==> src/pfm_consts.svh <==
// offsets, field layout, reset values and select codes of the pin mux
`ifndef PFM_CONSTS_SVH
`define PFM_CONSTS_SVH
`define PFM_NUM_REGS       20
`define PFM_REG_STRIDE     4
`define PFM_ADDR_W         12
`define PFM_DATA_W         32
`define PFM_FIELD_W        4
`define PFM_CODES          16
`define PFM_NUM_PINS       7
`define PFM_TOP_FIELD_LSB  28
`define PFM_SEL_RESET      32'h0000_0000
`define PFM_CODE_0         4'h0
`define PFM_CODE_1         4'h1
`define PFM_CODE_2         4'h2
`define PFM_CODE_4         4'h4
`define PFM_CODE_8         4'h8
`endif

==> src/pfm_pkg.sv <==
// types and the per-pin function table of the pin mux
`include "pfm_consts.svh"
package pfm_pkg;
    typedef enum {
        FN_LOW_POWER_INDICATOR, FN_CLOCK_ALARM_OUT, FN_SERIAL2_CLEAR_TO_SEND,
        FN_GENERAL_IO_BANK0_BIT8, FN_REALTIME_UNIT0_INPUT16,
        FN_AUDIO_MUTE_OUT, FN_REALTIME_UNIT0_OUTPUT16,
        FN_SERIAL2_REQUEST_TO_SEND, FN_GENERAL_IO_BANK0_BIT9,
        FN_AUDIO_TX_HIGH_CLOCK, FN_USB_REFERENCE_CLOCK_IN,
        FN_SERIAL1_CLEAR_TO_SEND, FN_GENERAL_IO_BANK0_BIT10,
        FN_REALTIME_UNIT0_INPUT18, FN_AUDIO_RX_HIGH_CLOCK,
        FN_REALTIME_UNIT0_OUTPUT18, FN_SERIAL1_REQUEST_TO_SEND,
        FN_GENERAL_IO_BANK0_BIT11, FN_REALTIME_UNIT0_INPUT19,
        FN_AUDIO_TX_FRAME_SYNC, FN_GENERAL_IO_BANK0_BIT12,
        FN_REALTIME_UNIT0_INPUT20, FN_AUDIO_RX_FRAME_SYNC,
        FN_GENERAL_IO_BANK0_BIT13, FN_REALTIME_UNIT0_INPUT21,
        FN_AUDIO_TX_BIT_CLOCK, FN_REALTIME_UNIT0_OUTPUT19,
        FN_GENERAL_IO_BANK0_BIT14, FN_COUNT
    } pfm_func_t;

    typedef logic [`PFM_FIELD_W-1:0] pfm_sel_t;

    // returns the function index for a pin and code, -1 when reserved
    function automatic int pfm_map(input int pin, input pfm_sel_t code);
        int fn;
        fn = -1;
        case (pin)
            0: case (code)
                `PFM_CODE_0: fn = FN_LOW_POWER_INDICATOR;
                `PFM_CODE_2: fn = FN_CLOCK_ALARM_OUT;
                `PFM_CODE_4: fn = FN_SERIAL2_CLEAR_TO_SEND;
                `PFM_CODE_8: fn = FN_GENERAL_IO_BANK0_BIT8;
                default:     fn = -1;
            endcase
            1: case (code)
                `PFM_CODE_0: fn = FN_REALTIME_UNIT0_INPUT16;
                `PFM_CODE_1: fn = FN_AUDIO_MUTE_OUT;
                `PFM_CODE_2: fn = FN_REALTIME_UNIT0_OUTPUT16;
                `PFM_CODE_4: fn = FN_SERIAL2_REQUEST_TO_SEND;
                `PFM_CODE_8: fn = FN_GENERAL_IO_BANK0_BIT9;
                default:     fn = -1;
            endcase
            2: case (code)
                `PFM_CODE_1: fn = FN_AUDIO_TX_HIGH_CLOCK;
                `PFM_CODE_2: fn = FN_USB_REFERENCE_CLOCK_IN;
                `PFM_CODE_4: fn = FN_SERIAL1_CLEAR_TO_SEND;
                `PFM_CODE_8: fn = FN_GENERAL_IO_BANK0_BIT10;
                default:     fn = -1;
            endcase
            3: case (code)
                `PFM_CODE_0: fn = FN_REALTIME_UNIT0_INPUT18;
                `PFM_CODE_1: fn = FN_AUDIO_RX_HIGH_CLOCK;
                `PFM_CODE_2: fn = FN_REALTIME_UNIT0_OUTPUT18;
                `PFM_CODE_4: fn = FN_SERIAL1_REQUEST_TO_SEND;
                `PFM_CODE_8: fn = FN_GENERAL_IO_BANK0_BIT11;
                default:     fn = -1;
            endcase
            4: case (code)
                `PFM_CODE_0: fn = FN_REALTIME_UNIT0_INPUT19;
                `PFM_CODE_1: fn = FN_AUDIO_TX_FRAME_SYNC;
                `PFM_CODE_8: fn = FN_GENERAL_IO_BANK0_BIT12;
                default:     fn = -1;
            endcase
            5: case (code)
                `PFM_CODE_0: fn = FN_REALTIME_UNIT0_INPUT20;
                `PFM_CODE_1: fn = FN_AUDIO_RX_FRAME_SYNC;
                `PFM_CODE_8: fn = FN_GENERAL_IO_BANK0_BIT13;
                default:     fn = -1;
            endcase
            6: case (code)
                `PFM_CODE_0: fn = FN_REALTIME_UNIT0_INPUT21;
                `PFM_CODE_1: fn = FN_AUDIO_TX_BIT_CLOCK;
                `PFM_CODE_4: fn = FN_REALTIME_UNIT0_OUTPUT19;
                `PFM_CODE_8: fn = FN_GENERAL_IO_BANK0_BIT14;
                default:     fn = -1;
            endcase
            default: fn = -1;
        endcase
        return fn;
    endfunction
endpackage

==> src/pfm_pin_slot.sv <==
// one multiplexed pin: picks the driving function by its select field
`timescale 1ns/1ps
`include "pfm_consts.svh"
module pfm_pin_slot
    import pfm_pkg::*;
#(
    parameter int PIN = 0
) (
    input  wire logic                ref_clk,
    input  wire logic                reset_n,
    input  wire logic                clk_en,
    input  wire logic [3:0]          sel,
    input  wire logic [FN_COUNT-1:0] func_out,
    input  wire logic [FN_COUNT-1:0] func_oe_n,
    output logic                     pad_out,
    output logic                     pad_oe_n
);
    // a pin beyond the table has no function list to steer
    if (PIN < 0 || PIN >= `PFM_NUM_PINS) begin : g_bad_pin
        $error("pin index out of range");
    end

    typedef struct packed {
        logic out;
        logic oe_n;
    } pfm_slot_state_t;

    pfm_slot_state_t state;
    pfm_slot_state_t next_state;
    logic [`PFM_CODES-1:0] cand_out;
    logic [`PFM_CODES-1:0] cand_oe_n;

    // ==================================================
    // candidate table, one entry per code
    genvar c;
    generate
        for (c = 0; c < `PFM_CODES; c++) begin : g_code
            localparam int FN = pfm_map(PIN, pfm_sel_t'(c));
            if (FN >= 0) begin : g_used
                assign cand_out[c]  = func_out[FN];
                assign cand_oe_n[c] = func_oe_n[FN];
            end else begin : g_rsvd
                // reserved code leaves the pad undriven
                assign cand_out[c]  = 1'b0;
                assign cand_oe_n[c] = 1'b1;
            end
        end
    endgenerate

    // ==================================================
    // output register
    always_comb begin
        next_state      = state;
        next_state.out  = cand_out[sel];
        next_state.oe_n = cand_oe_n[sel];
    end

    always_ff @(posedge ref_clk or negedge reset_n) begin
        if (!reset_n) begin
            state <= '{out: 1'b0, oe_n: 1'b1};
        end else if (clk_en) begin
            state <= next_state;
        end
    end

    assign pad_out  = state.out;
    assign pad_oe_n = state.oe_n;
endmodule

==> src/pfm_top.sv <==
// pin function multiplexer: select registers on apb and pad steering
// Overview of operation
// - each pin selected independently of others
// - 4-bit field per pin, twenty registers
// - field steers only pad output, enable
// - pin input reaches all sharers always
// - no check that selection suits peripherals
// - bits 31-28 codes 0,2,4,8 map
// - bits 27-24 codes 0,1,2,4,8 map
// - bits 23-20 codes 1,2,4,8 map
// - bits 19-16 codes 0,1,2 map
// - bits 19-16 codes 4,8 map
// - bits 15-12 codes 0,1,8 map
// - bits 11-8 codes 0,1,8 map
// - bits 7-4 codes 0,1,4,8 map
//
// Local design decisions: the placing of the registers and register access over APB.
`timescale 1ns/1ps
`include "pfm_consts.svh"
module pfm_top
    import pfm_pkg::*;
#(
    parameter int NUM_REGS = `PFM_NUM_REGS,
    parameter int ADDR_W   = `PFM_ADDR_W
) (
    input  wire logic                     ref_clk,
    input  wire logic                     reset_n,
    input  wire logic                     clk_en,
    input  wire logic                     psel,
    input  wire logic                     penable,
    input  wire logic                     pwrite,
    input  wire logic [ADDR_W-1:0]        paddr,
    input  wire logic [`PFM_DATA_W-1:0]   pwdata,
    output logic                          pready,
    output logic [`PFM_DATA_W-1:0]        prdata,
    output logic                          pslverr,
    input  wire logic [FN_COUNT-1:0]      func_out,
    input  wire logic [FN_COUNT-1:0]      func_oe_n,
    input  wire logic [`PFM_NUM_PINS-1:0] pad_in,
    output logic [`PFM_NUM_PINS-1:0]      pad_out,
    output logic [`PFM_NUM_PINS-1:0]      pad_oe_n,
    output logic [`PFM_NUM_PINS-1:0]      pin_to_periph
);
    if (NUM_REGS < 1 || NUM_REGS * `PFM_REG_STRIDE > (1 << ADDR_W))
    begin : g_bad_regs
        $error("register count does not fit the address space");
    end
    if (ADDR_W < 3 || ADDR_W > 30) begin : g_bad_addr
        $error("unsupported address width");
    end

    typedef struct packed {
        logic [NUM_REGS-1:0][`PFM_DATA_W-1:0] sel_reg;
        logic                                 ready;
        logic [`PFM_DATA_W-1:0]               rdata;
        logic                                 err;
        logic [`PFM_NUM_PINS-1:0]             pin_in;
    } pfm_state_t;

    pfm_state_t state;
    pfm_state_t next_state;

    // ==================================================
    // address decode
    logic [ADDR_W-3:0] word_idx;
    logic              addr_ok;

    assign word_idx = paddr[ADDR_W-1:2];
    // misaligned or beyond the last register answers with an error
    assign addr_ok  = (paddr[1:0] == 2'h0) &&
                      (int'(word_idx) < NUM_REGS);

    // ==================================================
    // register file and apb slave
    always_comb begin
        next_state = state;
        // pad input is registered once and fanned out unconditionally
        next_state.pin_in = pad_in;
        if (psel && penable && !state.ready) begin
            next_state.ready = 1'b1;
            next_state.err   = !addr_ok;
            next_state.rdata = addr_ok ? state.sel_reg[word_idx]
                                       : 32'h0000_0000;
        end else if (psel && penable && state.ready) begin
            next_state.ready = 1'b0;
            next_state.err   = 1'b0;
            if (pwrite && addr_ok) begin
                // any code accepted, reserved ones included
                next_state.sel_reg[word_idx] = pwdata;
            end
        end else begin
            next_state.ready = 1'b0;
            next_state.err   = 1'b0;
        end
    end

    always_ff @(posedge ref_clk or negedge reset_n) begin
        if (!reset_n) begin
            state.sel_reg <= '{default: `PFM_SEL_RESET};
            state.ready   <= 1'b0;
            state.rdata   <= 32'h0000_0000;
            state.err     <= 1'b0;
            state.pin_in  <= '0;
        end else if (clk_en) begin
            state <= next_state;
        end
    end

    assign pready        = state.ready;
    assign prdata        = state.rdata;
    assign pslverr       = state.err;
    assign pin_to_periph = state.pin_in;

    // ==================================================
    // pad steering, one slot per field in bits 31-4 of the first register
    // only the first register's pins have a known function table;
    // the other registers store their value for software only
    genvar p;
    generate
        for (p = 0; p < `PFM_NUM_PINS; p++) begin : g_pin
            localparam int LSB = `PFM_TOP_FIELD_LSB - `PFM_FIELD_W * p;
            logic [`PFM_FIELD_W-1:0] field;
            assign field = state.sel_reg[0][LSB +: `PFM_FIELD_W];
            pfm_pin_slot #(
                .PIN       (p)
            ) u_slot (
                .ref_clk   (ref_clk),
                .reset_n   (reset_n),
                .clk_en    (clk_en),
                .sel       (field),
                .func_out  (func_out),
                .func_oe_n (func_oe_n),
                .pad_out   (pad_out[p]),
                .pad_oe_n  (pad_oe_n[p])
            );
        end
    endgenerate
endmodule

==> config.mk <==
export PLATFORM = sky130hd
export DESIGN_NAME = pfm_top
export DESIGN_NICKNAME = d
export VERILOG_FILES = /design/src/pfm_pkg.sv /design/src/pfm_pin_slot.sv /design/src/pfm_top.sv
export VERILOG_INCLUDE_DIRS = /design/src
export SDC_FILE = /design/constraint.sdc
export NUM_CORES = 1
export LEC_CHECK = 0
export BUFFER_PORTS_ARGS = -buffer_cell sky130_fd_sc_hd__buf_2
export CORE_MARGIN = 2
export CORE_UTILIZATION = 55
export CTS_BUF_LIST = sky130_fd_sc_hd__clkbuf_16
export CTS_CLUSTER_DIAMETER = 100
export DETAILED_ROUTE_END_ITERATION = 10
export PLACE_DENSITY_LB_ADDON = 0.2
export SYNTH_ARGS = -nofsm -noshare
export SYNTH_HDL_FRONTEND = slang
export SYNTH_HIERARCHICAL = 1
export SYNTH_SLANG_ARGS = --single-unit
==> constraint.sdc <==
create_clock -name ref_clk -period 2.3 [get_ports ref_clk]
set_clock_uncertainty 0.05 [all_clocks]
set_input_delay 0.115 -clock ref_clk [delete_from_list [all_inputs] [get_ports ref_clk]]
set_output_delay 0.115 -clock ref_clk [all_outputs]
set_load 0.03 [all_outputs]
==> metrics.txt <==
# TYPE chip_impl_metric gauge
chip_impl_info{name="result_of_the_run",value="finished clean"} 1
chip_impl_metric{name="worst_r2r_path_depth",unit=""} 5
chip_impl_metric{name="preCtsSetupSlack",unit="ps"} -103
chip_impl_metric{name="drv_slew",unit=""} 0
chip_impl_metric{name="pwr-share-clk",unit="%"} 44.9
chip_impl_metric{name="placedInstanceArea",unit="µm²"} 33800
chip_impl_metric{name="area.sequential",unit="µm²"} 17400
chip_impl_metric{name="synth_area",unit="µm²"} 31800
chip_impl_metric{name="synthesis.nets",unit=""} 2285
chip_impl_metric{name="floorplan.initialDensity",unit="%"} 55.4
chip_impl_metric{name="io-pin-count",unit=""} 168
chip_impl_info{name="tritoncts",value="built"} 1
chip_impl_metric{name="dr.first_iter.drc_count",unit=""} 1469
chip_impl_metric{name="p_int",unit="mW"} 19.2
chip_impl_metric{name="ctsLongestPathBuffers",unit=""} 3
chip_impl_metric{name="power.density_cell_area",unit="nW/µm²"} 680
chip_impl_info{name="hold_crit_start",value="pwdata[26]"} 1
chip_impl_metric{name="combinationalPowerShare",unit="%"} 6.0
chip_impl_metric{name="placement.io_buffers",unit=""} 167
chip_impl_metric{name="grt_start_max_net_pins",unit=""} 107
chip_impl_metric{name="fillerInstances",unit=""} 4299
chip_impl_metric{name="area_growth_syn_to_layout",unit="%"} 15.6
chip_impl_info{name="rr_endpoint",value="g_pin[6].u_slot/pad_oe_n$_DFFE_PN1P_"} 1
chip_impl_info{name="clock_tree.root_cell",value="clkbuf_16"} 1
chip_impl_metric{name="switching_pwr",unit="mW"} 5.86
chip_impl_metric{name="synthDistinctLibCells",unit=""} 66
chip_impl_metric{name="wl_per_cell",unit="µm"} 25.5
chip_impl_metric{name="fin_setup_tns",unit="ps"} 0
chip_impl_metric{name="final_cell_area",unit="µm²"} 36800
chip_impl_metric{name="chipHeight",unit="µm"} 245
chip_impl_metric{name="postRouteAntennaNets",unit=""} 0
chip_impl_metric{name="dp_cells",unit=""} 2978
chip_impl_info{name="setup_repair_after_global_routing_missed_its_margin",value="no"} 1
chip_impl_info{name="synth_top_cells_by_area",value="dfrtp_1 54%, mux2_2 23%, mux4_2 8.3%"} 1
chip_impl_metric{name="clk_latency",unit="ps"} 620
chip_impl_metric{name="setup_violators_final",unit=""} 0
chip_impl_metric{name="synth_largest_type_area_fraction",unit="%"} 54.1
chip_impl_metric{name="synth_cells",unit=""} 2172
chip_impl_metric{name="first_global_vias",unit=""} 21000
chip_impl_metric{name="yosysSeqAreaShare",unit="%"} 54.7
chip_impl_metric{name="die_w",unit="µm"} 245
chip_impl_info{name="hold_path.class",value="in2reg"} 1
chip_impl_metric{name="seq_power_share",unit="%"} 49.1
chip_impl_metric{name="syn_avg_cell_area",unit="µm²"} 14.6
chip_impl_metric{name="power_leakage",unit="nW"} 18.5
chip_impl_metric{name="max_freq",unit="MHz"} 449
chip_impl_metric{name="final_core_util",unit="%"} 64.0
chip_impl_info{name="setup.worst_path.start_class",value="flop"} 1
chip_impl_metric{name="antenna_found_initial",unit=""} 0
chip_impl_metric{name="nets_final",unit=""} 2471
chip_impl_metric{name="drt-pass1-iter-count",unit=""} 5
chip_impl_metric{name="worst_slew_margin_rel",unit="%"} 52.8
chip_impl_metric{name="route.vias.total",unit=""} 19800
chip_impl_metric{name="clock_sink_count",unit=""} 695
chip_impl_metric{name="dp_hpwl",unit="mm"} 48.8
chip_impl_metric{name="core_region_area",unit="µm²"} 57500
chip_impl_info{name="yosys.area.top_type",value="dfrtp_1"} 1
chip_impl_metric{name="report.final.hold_viol_count",unit=""} 0
chip_impl_info{name="worstReg2RegStart",value="g_pin[6].field[0]$_DFFE_PN0P_"} 1
chip_impl_metric{name="drc_errors",unit=""} 0
chip_impl_metric{name="grtUsageTotal",unit="%"} 27.7
chip_impl_metric{name="p_total",unit="mW"} 25.0
chip_impl_metric{name="cts_buffers",unit=""} 73
chip_impl_metric{name="hold-path-cell-count",unit=""} 2
chip_impl_info{name="mostFrequentLayoutCell",value="dfrtp_1"} 1
chip_impl_metric{name="grt_remaining_overflow",unit=""} 0
chip_impl_metric{name="timing.critical_path.arrival",unit="ps"} 2700
chip_impl_info{name="dominantRegCellSynth",value="dfrtp_1"} 1
chip_impl_metric{name="maxcap_viol_count",unit=""} 0
chip_impl_metric{name="count_of_inserted_antenna_diode_cells",unit=""} 0
chip_impl_metric{name="post_layout_nonfiller_instances",unit=""} 3182
chip_impl_metric{name="synth-seq-cells",unit=""} 695
chip_impl_metric{name="proportion_of_total_power_due_to_net_switching",unit="%"} 23.4
chip_impl_metric{name="synth-edff-count",unit=""} 0
chip_impl_metric{name="path_clk_slew",unit="ps"} 60
chip_impl_metric{name="gpl.final_weighted_congestion",unit=""} 0.821
chip_impl_info{name="worstHoldEndpoint",value="state[259]$_DFFE_PN0P_"} 1
chip_impl_metric{name="irDropWorstVdd",unit="mV"} 0.492
chip_impl_metric{name="final.period_utilization",unit="%"} 96.9
chip_impl_metric{name="grt_pass1_wl",unit="mm"} 126
chip_impl_metric{name="die_area",unit="µm²"} 59800
chip_impl_metric{name="worst_slack",unit="ps"} 72.2
chip_impl_metric{name="critPathMaxFanout",unit=""} 10
chip_impl_metric{name="period_needed",unit="ps"} 2230
chip_impl_metric{name="timing.hold.ws",unit="ps"} 25.1
chip_impl_metric{name="multi_input_comb_area",unit="µm²"} 13200
chip_impl_metric{name="cts-htree-levels",unit=""} 3
chip_impl_metric{name="synth_warnings",unit=""} 6
chip_impl_metric{name="worstMarginPinSlew",unit="ps"} 709
chip_impl_metric{name="layout-drive-gt1-share",unit="%"} 48.9
chip_impl_metric{name="timing.critical_path.required",unit="ps"} 2780
chip_impl_metric{name="routed_via_density",unit=""} 6.21
chip_impl_info{name="worst_setup_path_end_kind",value="flop"} 1
chip_impl_metric{name="worst_case_register_to_register_setup_slack",unit="ps"} 70
chip_impl_metric{name="core.rowCount",unit=""} 88
chip_impl_info{name="timing_worst_setup_path_type",value="reg2reg"} 1
chip_impl_metric{name="async_flop_share",unit="%"} 100
chip_impl_info{name="layout_common_cells",value="688 x dfrtp_1, 645 x mux2_2, 164 x buf_2"} 1
chip_impl_metric{name="detail_route.wirelength",unit="mm"} 81.1
[synth_stat cells, drive strengths merged (5+ instances only)]
| cell type | n |
|---|---|
| nand2b | 7 |
| buf | 120 |
| a21o | 5 |
| o21ai | 17 |
| nor2 | 72 |
| a21oi | 17 |
| nand3 | 9 |
| dfstp | 7 |
| mux2 | 674 |
| nor4 | 10 |
| a221oi | 6 |
| mux2i | 36 |
| a211oi | 27 |
| or3 | 7 |
| nor2b | 11 |
| inv | 17 |
| dfrtp | 688 |
| a311oi | 5 |
| a22o | 31 |
| mux4 | 117 |
| clkbuf | 117 |
| o22ai | 75 |
| nor3 | 14 |
| nand2 | 30 |
[area by class of cell]
type / count / area share [%]
Multi-Input combinational cell: 1223 / 35.8
Inverter: 17 / 0.174
Timing Repair Buffer: 348 / 7.94
Clock inverter: 57 / 0.888
Sequential cell: 695 / 47.3
Tap cell: 765 / 2.60
Clock buffer: 77 / 5.24
[power by group through the flow]
stage	Sequential (mW)	Clock [mW]	Combinational, mW
final	12.3	11.2	1.50
after detailed placement	12.5	0	1.40
after global routing	12.3	11.9	1.62
after floorplan	12.6	0	0.631
after global placement	12.5	0	1.37
after CTS	12.3	11.4	1.51
[what timing repair did]
action / in CTS / in global routing
gates resized for setup: 0 / 1
endpoints found under the hold margin: 803 / 0
buffers inserted: 0 / 0
hold buffers: 70 / 0
endpoints found under the setup margin: 0 / 26
[critical path, stage by stage, from the launching register on]
cell	delay, ps
dfrtp_1	470
o21a_1	240
a221oi_1	190
dlygate4sd3_1	580
a21oi_1	60
dlygate4sd3_1	560
[registers in the layout, indices dropped and copies added (netlist names)]
name / cells
state: 612
prdata: 32
g_pin.field: 28
g_pin.u_slot/pad_oe_n: 7
g_pin.u_slot/pad_out: 7
pin_to_periph: 7
pready: 1
pslverr: 1
[kinds of logic after synthesis]
| kind of cell | Yosys count | share of synthesized area [%] |
|---|---|---|
| and+or+nand+nor | 186 | 3.25 |
| DFF | 695 | 54.7 |
| AOI/OAI and AO/OA | 210 | 4.71 |
| muxes | 827 | 33.3 |
| buffers and inverters | 254 | 4.09 |
[how the worst max path moves through the flow]
| stage | cells after the start | startpoint | end | slack [ps] |
|---|---|---|---|---|
| after floorplan | 5 | pready$_DFFE_PN0P_ | state[458]$_DFFE_PN0P_ | 90 |
| after global placement | 6 | paddr[9] | state[467]$_DFFE_PN0P_ | -50 |
| after detailed placement | 6 | paddr[9] | state[458]$_DFFE_PN0P_ | -100 |
| after CTS | 8 | paddr[10] | state[477]$_DFFE_PN0P_ | 70 |
| after global routing | 5 | g_pin[6].field[0]$_DFFE_PN0P_ | g_pin[6].u_slot/pad_oe_n$_DFFE_PN1P_ | 20 |
| final | 5 | g_pin[6].field[0]$_DFFE_PN0P_ | g_pin[6].u_slot/pad_oe_n$_DFFE_PN1P_ | 70 |
[layer usage]
layer | GRT usage (%) | part of all wire, %
met1 | 39.7 | 45
met2 | 45.2 | 49
met3 | 3.73 | 4.9
met4 | 7.25 | 1.8
met5 | 0 | 0
(Power assumes the default switching activity.)
